`config.mk`:
```
export PLATFORM = sky130hd
export DESIGN_NAME = rpl_rmii_phy_latency_isolate
export DESIGN_NICKNAME = d
export VERILOG_FILES = /design/src/design/rpl_pkg.sv /design/src/design/rpl_rmii_phy_latency_isolate.sv
export VERILOG_INCLUDE_DIRS = /design/src /design/src/design
export SDC_FILE = /design/constraint.sdc
export NUM_CORES = 1
export LEC_CHECK = 0
export ABC_AREA = 1
export BUFFER_PORTS_ARGS = -buffer_cell sky130_fd_sc_hd__buf_2
export CAP_MARGIN = 20
export CELL_PAD_IN_SITES_DETAIL_PLACEMENT = 0
export CELL_PAD_IN_SITES_GLOBAL_PLACEMENT = 2
export CORE_ASPECT_RATIO = 1.5
export CORE_MARGIN = 4
export CORE_UTILIZATION = 34
export DETAILED_ROUTE_END_ITERATION = 7
export PLACE_DENSITY = 0.76
export SYNTH_ARGS = -nofsm -noshare
export SYNTH_HDL_FRONTEND = slang
export SYNTH_SLANG_ARGS = --single-unit
```
`constraint.sdc`:
```
create_clock -name clk -period 1.65 [get_ports clk]
set_input_delay 0.0825 -clock clk [delete_from_list [all_inputs] [get_ports clk]]
set_output_delay 0.0825 -clock clk [all_outputs]
set_load 0.005 [all_outputs]
```
`src/design/rpl_map.svh`:
```
// constants for the rmii latency and isolate block
`ifndef RPL_MAP_SVH
`define RPL_MAP_SVH
`define RPL_CLK_NS 100
`define RPL_BIT_NS 10
`define RPL_TX_LAT_BITX10 170
`define RPL_CRS_ON_BITX10 185
`define RPL_CRS_OFF_BITX10 270
`define RPL_RX_LAT_BITX10 380
`define RPL_ELASTIC_DEFAULT 2'h1
`define RPL_LOOP_DEAD_US 550
`define RPL_ISO_CLEAR_US 100
`define RPL_RESET_NORMAL_US 500
`define RPL_STRAP_SETTLE 16'h0002
`define RPL_STRAP_NONE 5'h00
`define RPL_ISOLATE_BIT 10
`endif

```
`src/design/rpl_pkg.sv`:
```
// types for the rmii latency and isolate block
package rpl_pkg;
	typedef enum logic [1:0] {
		ST_START = 2'b11,
		ST_HOLD = 2'b00,
		ST_WAIT = 2'b01,
		ST_NORMAL = 2'b10
	} rpl_mode_t;
	typedef logic [3:0] rpl_rxword_t;
endpackage : rpl_pkg

```
`src/design/rpl_rmii_phy_latency_isolate.sv`:
```
// rmii receive and transmit latency, loopback dead time, isolate exit and clock output
// Operation
// - in 100 Mb/s loopback, no receive data during a 550 us dead period.
// - in 10 Mb/s loopback, receive valid rises within 2 us of transmit enable.
// - 10 MHz reference clock (100 ns period); transmit dibit and enable sampled on its rising edge.
// - first transmit bit reaches the line about 17 bit times after capture.
// - carrier-valid first rises about 18.5 bit times after start-of-stream arrives.
// - carrier-valid first falls about 27 bit times after end-of-stream arrives.
// - with elasticity setting 01, receive data and error appear after about 38 bits.
// - carrier-valid is raised without waiting on a register stage, for low latency.
// - carrier-valid toggles each clock while buffered data drains after carrier ends.
// - an extra receive-valid output, clocked, marks valid receive data.
// - clearing the isolate bit returns the device to normal within 100 us.
// - after reset with nonzero address strap, normal mode within 500 us.
// - the clock output is derived from the reference clock input.
`include "rpl_map.svh"

module rpl_rmii_phy_latency_isolate #(
	parameter int CLK_DIV = 2,
	parameter int LOOP_DEAD_CYC = `RPL_LOOP_DEAD_US * 1000 / `RPL_CLK_NS,
	parameter int RESET_NORMAL_CYC = `RPL_RESET_NORMAL_US * 1000 / `RPL_CLK_NS
) (
	input wire logic clk,
	input wire logic rst_b,
	input wire logic softReset,
	input wire logic isolateBit,
	input wire logic [1:0] elasticity,
	input wire logic loopbackEn,
	input wire logic speed100,
	input wire logic [4:0] phyAddressStrap,
	input wire logic [1:0] txd,
	input wire logic txEn,
	input wire logic [1:0] lineRxDibit,
	input wire logic lineRxValid,
	input wire logic lineRxErr,
	input wire logic lineRxStart,
	input wire logic lineRxEnd,
	output logic [1:0] rxd,
	output logic rxEr,
	output logic rxDv,
	output logic crsDv,
	output logic [1:0] lineTxDibit,
	output logic lineTxEn,
	output logic isolated,
	output logic clockOutQuarterRate
);

	// cycle counts from bit-time latencies, never less than one cycle
	function automatic int cyc_of(input int bitx10);
		int c;
		c = bitx10 * `RPL_BIT_NS / (10 * `RPL_CLK_NS);
		return (c < 1) ? 1 : c;
	endfunction : cyc_of

	localparam int TX_LAT_CYC = cyc_of(`RPL_TX_LAT_BITX10);
	localparam int CRS_ON_CYC = cyc_of(`RPL_CRS_ON_BITX10);
	localparam int CRS_OFF_CYC = cyc_of(`RPL_CRS_OFF_BITX10);
	localparam int RX_LAT_CYC = cyc_of(`RPL_RX_LAT_BITX10);
	localparam int ISO_CLEAR_CYC = `RPL_ISO_CLEAR_US * 1000 / `RPL_CLK_NS;

	// line-side inputs come from the recovered-clock domain, so two flops first
	logic [5:0] lineMeta;
	logic [5:0] lineSync;
	logic [4:0] strapMeta;
	logic [4:0] strapSync;

	always_ff @(posedge clk) begin
		if (!rst_b) begin
			lineMeta <= 6'h00;
			lineSync <= 6'h00;
			strapMeta <= 5'h00;
			strapSync <= 5'h00;
		end else begin
			lineMeta <= {lineRxEnd, lineRxStart, lineRxErr, lineRxValid, lineRxDibit};
			lineSync <= lineMeta;
			strapMeta <= phyAddressStrap;
			strapSync <= strapMeta;
		end
	end

	// isolate mode sequencing
	rpl_pkg::rpl_mode_t mode;
	logic [15:0] modeTimer;
	logic isoPrev;

	always_ff @(posedge clk) begin
		if (!rst_b) begin
			isoPrev <= 1'b1;
		end else begin
			isoPrev <= isolateBit;
		end
	end

	// the strap is read only after the synchroniser has settled past reset
	always_ff @(posedge clk) begin
		if (!rst_b || softReset) begin
			mode <= rpl_pkg::ST_START;
			modeTimer <= `RPL_STRAP_SETTLE;
		end else begin
			unique case (mode)
				rpl_pkg::ST_START: begin
					if (modeTimer != 16'h0000) begin
						modeTimer <= modeTimer - 16'h0001;
					end else if (strapSync != `RPL_STRAP_NONE) begin
						mode <= rpl_pkg::ST_WAIT;
						// settle and decision edges come out of the budget, so the whole exit fits the limit
						modeTimer <= 16'(RESET_NORMAL_CYC - 4);
					end else begin
						mode <= rpl_pkg::ST_HOLD;
					end
				end
				rpl_pkg::ST_HOLD: begin
					if (isoPrev && !isolateBit) begin
						mode <= rpl_pkg::ST_WAIT;
						// the edge that saw the clear and the exit edge both count against the limit
						modeTimer <= 16'(ISO_CLEAR_CYC - 2);
					end
				end
				rpl_pkg::ST_WAIT: begin
					if (isolateBit) begin
						mode <= rpl_pkg::ST_HOLD;
					end else if (modeTimer == 16'h0000) begin
						mode <= rpl_pkg::ST_NORMAL;
					end else begin
						modeTimer <= modeTimer - 16'h0001;
					end
				end
				rpl_pkg::ST_NORMAL: begin
					if (isolateBit) begin
						mode <= rpl_pkg::ST_HOLD;
					end
				end
			endcase
		end
	end

	assign isolated = (mode != rpl_pkg::ST_NORMAL);

	// loopback dead time restarts whenever 100 Mb/s loopback is entered
	logic loop100Prev;
	logic [15:0] deadCnt;
	logic loop100;

	assign loop100 = loopbackEn && speed100;

	always_ff @(posedge clk) begin
		if (!rst_b) begin
			loop100Prev <= 1'b0;
			deadCnt <= 16'h0000;
		end else begin
			loop100Prev <= loop100;
			if (loop100 && !loop100Prev) begin
				deadCnt <= 16'(LOOP_DEAD_CYC);
			end else if (deadCnt != 16'h0000) begin
				deadCnt <= deadCnt - 16'h0001;
			end
		end
	end

	// transmit capture and line delay; loopback keeps the line quiet
	logic txEnPrev;
	logic [2:0] txPipe [TX_LAT_CYC];

	always_ff @(posedge clk) begin
		if (!rst_b) begin
			txEnPrev <= 1'b0;
			for (int i = 0; i < TX_LAT_CYC; i++) begin
				txPipe[i] <= 3'h0;
			end
		end else begin
			txEnPrev <= txEn;
			txPipe[0] <= {txEn, txd};
			for (int i = 1; i < TX_LAT_CYC; i++) begin
				txPipe[i] <= txPipe[i - 1];
			end
		end
	end

	always_ff @(posedge clk) begin
		if (!rst_b) begin
			lineTxDibit <= 2'h0;
			lineTxEn <= 1'b0;
		end else if (isolated || loopbackEn) begin
			lineTxDibit <= 2'h0;
			lineTxEn <= 1'b0;
		end else begin
			lineTxDibit <= txPipe[TX_LAT_CYC - 1][1:0];
			lineTxEn <= txPipe[TX_LAT_CYC - 1][2];
		end
	end

	// receive source: line, or transmit data in loopback with framing from enable edges
	rpl_pkg::rpl_rxword_t rxSrc;
	logic startSrc;
	logic endSrc;

	always_comb begin
		if (loopbackEn) begin
			rxSrc = {1'b0, txEn, txd};
			startSrc = txEn && !txEnPrev;
			endSrc = !txEn && txEnPrev;
		end else begin
			rxSrc = lineSync[3:0];
			startSrc = lineSync[4];
			endSrc = lineSync[5];
		end
	end

	// the elasticity setting trims the data latency around its default of 01
	logic [1:0] rxTap;
	rpl_pkg::rpl_rxword_t rxPipe [RX_LAT_CYC + 2];
	logic [CRS_ON_CYC-1:0] onPipe;
	logic [CRS_OFF_CYC-1:0] offPipe;

	assign rxTap = elasticity;

	always_ff @(posedge clk) begin
		if (!rst_b) begin
			onPipe <= '0;
			offPipe <= '0;
			for (int i = 0; i < RX_LAT_CYC + 2; i++) begin
				rxPipe[i] <= 4'h0;
			end
		end else begin
			onPipe[0] <= startSrc;
			offPipe[0] <= endSrc;
			rxPipe[0] <= rxSrc;
			for (int i = 1; i < CRS_ON_CYC; i++) begin
				onPipe[i] <= onPipe[i - 1];
			end
			for (int i = 1; i < CRS_OFF_CYC; i++) begin
				offPipe[i] <= offPipe[i - 1];
			end
			for (int i = 1; i < RX_LAT_CYC + 2; i++) begin
				rxPipe[i] <= rxPipe[i - 1];
			end
		end
	end

	// setting 00 is one cycle shorter than default, 10 and 11 add one and two
	rpl_pkg::rpl_rxword_t rxTail;

	always_comb begin
		if (rxTap == 2'h0) begin
			rxTail = rxPipe[(RX_LAT_CYC > 1) ? RX_LAT_CYC - 2 : 0];
		end else if (rxTap == `RPL_ELASTIC_DEFAULT) begin
			rxTail = rxPipe[RX_LAT_CYC - 1];
		end else if (rxTap == 2'h2) begin
			rxTail = rxPipe[RX_LAT_CYC];
		end else begin
			rxTail = rxPipe[RX_LAT_CYC + 1];
		end
	end

	// outputs are muted while isolated or during the loopback dead time
	logic rxGate;

	assign rxGate = !isolated && (deadCnt == 16'h0000);

	logic carrier;
	logic crsToggle;

	always_ff @(posedge clk) begin
		if (!rst_b) begin
			carrier <= 1'b0;
		end else if (!rxGate) begin
			carrier <= 1'b0;
		end else if (onPipe[CRS_ON_CYC - 1]) begin
			carrier <= 1'b1;
		end else if (offPipe[CRS_OFF_CYC - 1]) begin
			carrier <= 1'b0;
		end
	end

	always_ff @(posedge clk) begin
		if (!rst_b) begin
			rxd <= 2'h0;
			rxEr <= 1'b0;
			rxDv <= 1'b0;
			crsToggle <= 1'b0;
		end else begin
			rxd <= rxGate ? rxTail[1:0] : 2'h0;
			rxEr <= rxGate && rxTail[3];
			rxDv <= rxGate && rxTail[2];
			crsToggle <= (rxDv && !carrier) ? !crsToggle : 1'b0;
		end
	end

	// raised straight from the start tap, skipping the carrier flop, to save a cycle
	assign crsDv = rxGate && (onPipe[CRS_ON_CYC - 1] || carrier || (rxDv && crsToggle));

	// clock output is a plain divider of the reference clock, so it inherits its jitter
	logic [7:0] divCnt;

	always_ff @(posedge clk) begin
		if (!rst_b) begin
			divCnt <= 8'h00;
			clockOutQuarterRate <= 1'b0;
		end else if (divCnt == 8'(CLK_DIV / 2 - 1)) begin
			divCnt <= 8'h00;
			clockOutQuarterRate <= !clockOutQuarterRate;
		end else begin
			divCnt <= divCnt + 8'h01;
		end
	end

endmodule : rpl_rmii_phy_latency_isolate

```
==> metrics <==
Detail Route Antenna Nets 0; number of enable flip-flop cells after synthesis 0; WP data arrival 1.58 ns; post-synthesis cell type count 32; Worst Path Class, Setup flop to output pin; startpoint types flop; Fmax achieved 0.601 GHz; TritonCTS clock tree built; initial antenna violation count 0; family with the most delay on the worst path simple AND/OR/NAND/NOR gates; Final WS setup -0.0139 ns; crit path time final 1.66 ns; CTS Buffer Depth 2; met2 Track Usage GR 28.1%; WP buf/inv 2; worst-margin pin slew 0.446 ns; Die H 145 um; final setup fails 1; Via density 4.45; status complete, but fails checks; GRT Util Overall 14.9%; Worst Path Required 1.57 ns; HP Class primary input to flop; Root Buffer Master clkbuf_16; largest net degree at the start of global routing 34; Syn Nets 613; design area 5430 um2; H-Tree Depth 3; Critical Path Slowest Stage Cell dfxtp_2; P&R area growth vs syn 26.7%; worst clock skew 0.00623 ns; dominant cell type by area after synthesis dfxtp_1; Primary FF master, synth dfxtp_1; M3 GR Usage 2.54%; hold path depth 3; wire length per cell 12.4 um; Starting Density 35.3%; Crit path largest cell delay 0.32 ns; most frequent cells after synthesis 131 x nand2_1, 102 x dfxtp_1, 101 x inv_1; fill cell count 1260; DR iter-0 viols 104; Worst-Skew Late Latency 0.34 ns; Max-cap violations 0; Post-route DRC 0; violations in the final reports negative setup slack; worst r2r path cells 11; R2R setup slack 0.10 ns; pre-CTS setup slack 0.0466 ns; peak supply drop 0.699 mV; Final Hold Fails 0; CP Cell Sequence inv_2, ha_4, nand3_4, nor3_4, nand2_2, a211oi_2, buf_2; static leakage 0.00275 uW; Slew Viols, Final 0; Reg-to-Reg Start deadCnt[9]$_SDFFE_PP0P_; CTS buffer count 9; Final Wtd Congestion 0.763; final WL 10200 um; I/O pins 32; busiest grt layer met2; hold endpoint isoPrev$_SDFF_PN1_; Slew HR 70.1%; end of the worst register-to-register path deadCnt[14]$_SDFFE_PP0P_; via count 3682; top-count cell post-synth nand2_1; Post-DP Area 4760 um2; Synth top area share 47.7%; period utilisation layout 101%; Port Buf Inserts 31; Mapped Avg Cell Area 7.30 um2; row count 49; vias in the first global route 3669; Final Core Density 44.7%; Worst Hold Launch isolateBit; RSZ-0062 raised after global routing yes; Synth Register Bits 102; PD cells 1240 nW/um2; Crit Path Max Fanout 3; GR Overflow Total 0; Die W 99.6 um; CP endpoint kind output pin; Die ar. 14500 um2; Pre-antenna DRT Iters 4; Std-Cell Core Area 12100 um2; clk sinks 102; hold_ws 0.0215 ns; post-synthesis sequential area ratio 47.7%; Mapped Area 4280 um2; met1 GRT Util 15.7%; first-pass GRT wire length 17000 um; Antenna diodes 0; Post-Synthesis Cells 586; YS warnings 0; ranking of synthesized cells by area dfxtp_1 48%, nand2_1 11%, inv_1 8.9%; ys async rst share 0%; clk slew on worst S/H paths 0.07 ns; detailed placer's ending HPWL 7590 um; Layout Nets 697; layout cells sized above 1 20.6%; Final TNS setup -0.0139 ns
[worst register-to-register path, cell delays in order, from the launching register on]
cell	delay [ns]
dfxtp_4	0.36
nor2_4	0.12
buf_4	0.11
buf_4	0.09
buf_4	0.09
buf_4	0.09
buf_4	0.09
nand2_2	0.06
nor3_2	0.17
xor2_1	0.15
nand2_1	0.07
nor2_1	0.08
[worst max path at each step]
stage	startpoint	slack, ns	endpoint	cells after the start
after floorplan	deadCnt[0]$_SDFFE_PP0P_	0.17	deadCnt[13]$_SDFFE_PP0P_	9
after detailed placement	deadCnt[0]$_SDFFE_PP0P_	0.05	rxEr$_SDFF_PN0_	7
after global routing	deadCnt[0]$_SDFFE_PP0P_	-0.12	crsDv	7
after global placement	deadCnt[0]$_SDFFE_PP0P_	0.09	crsDv	7
final	deadCnt[1]$_SDFFE_PP0P_	-0.01	crsDv	7
after CTS	deadCnt[7]$_SDFFE_PP0P_	-0.02	crsDv	6
[power breakdown]
group | leakage, uW | internal (uW) | switching (uW)
Combinational | 0.00177 | 773 | 1040
Sequential | 0.000837 | 2650 | 154
Clock | 0.000141 | 1190 | 949
[flip-flops by register name, indices dropped and copies added (netlist names), 5 cells and up]
signal     flops
deadCnt       16
modeTimer     16
divCnt         8
lineSync       6
lineMeta       6
rxPipe        20
strapSync      5
strapMeta      5
[timing repair]
action                     CTS  global route
gates resized for setup     23            13
setup endpoints to repair    2            15
buffers inserted            11             2
gates cloned                 0             1
hold buffers                15             0
hold endpoints to repair    15             0
pin swaps                   10             5
[through the flow]
stage | power, uW | std cells
after floorplan | 3920 | 586
after global placement | 4390 | 783
after detailed placement | 4390 | 783
after CTS | 6800 | 825
after global routing | 7210 | 828
final | 6750 | 828
[routing by layer]
layer  vias to the layer above  share of wire (%)
met5                         -                  0
met3                        15                1.9
met1                      1664                 40
met4                         0                2.9
met2                        37                 55
li1                       1966                  -
[cells in the final DEF, fill, tap and decap left out, types with 3 or more instances in the layout]
master           n
nor2_2          11
o21ai_0          7
buf_4           34
xnor2_1          5
xor2_1           9
clkbuf_16        9
dlygate4sd3_1   15
nand3_2          3
nor2_4           7
dfxtp_2          6
dfxtp_1         95
buf_2           31
nand4_1          3
nand2_2          7
o31ai_1          5
inv_1           99
ha_1             4
inv_2            5
o21ai_1         12
nand2_1        127
a21oi_1         27
nor2_1          86
nor3_1          13
nand3_1         18
or2_2            5
nor3_2           5
[area by class of cell]
cell class	count	area (um2)	area share [%]
Tap cell	153	191	3.53
Multi-Input combinational cell	372	1910	35.2
Clock buffer	10	229	4.22
Timing Repair Buffer	81	581	10.7
Sequential cell	102	2050	37.8
Clock inverter	6	70.1	1.29
Inverter	104	390	7.20
[kinds of logic (layout without fill, tap and decap cells)]
logic type	Yosys count	in the layout	share of synthesized area, %
adders and majority gates	5	5	1.46
and+or+nand+nor	287	288	28.8
AOI/OAI and AO/OA	65	65	9.03
xor gates and xnor gates	14	14	2.86
buffers and inverters	113	201	10.2
DFF	102	102	47.7
Power figures use the tool's default switching activity.
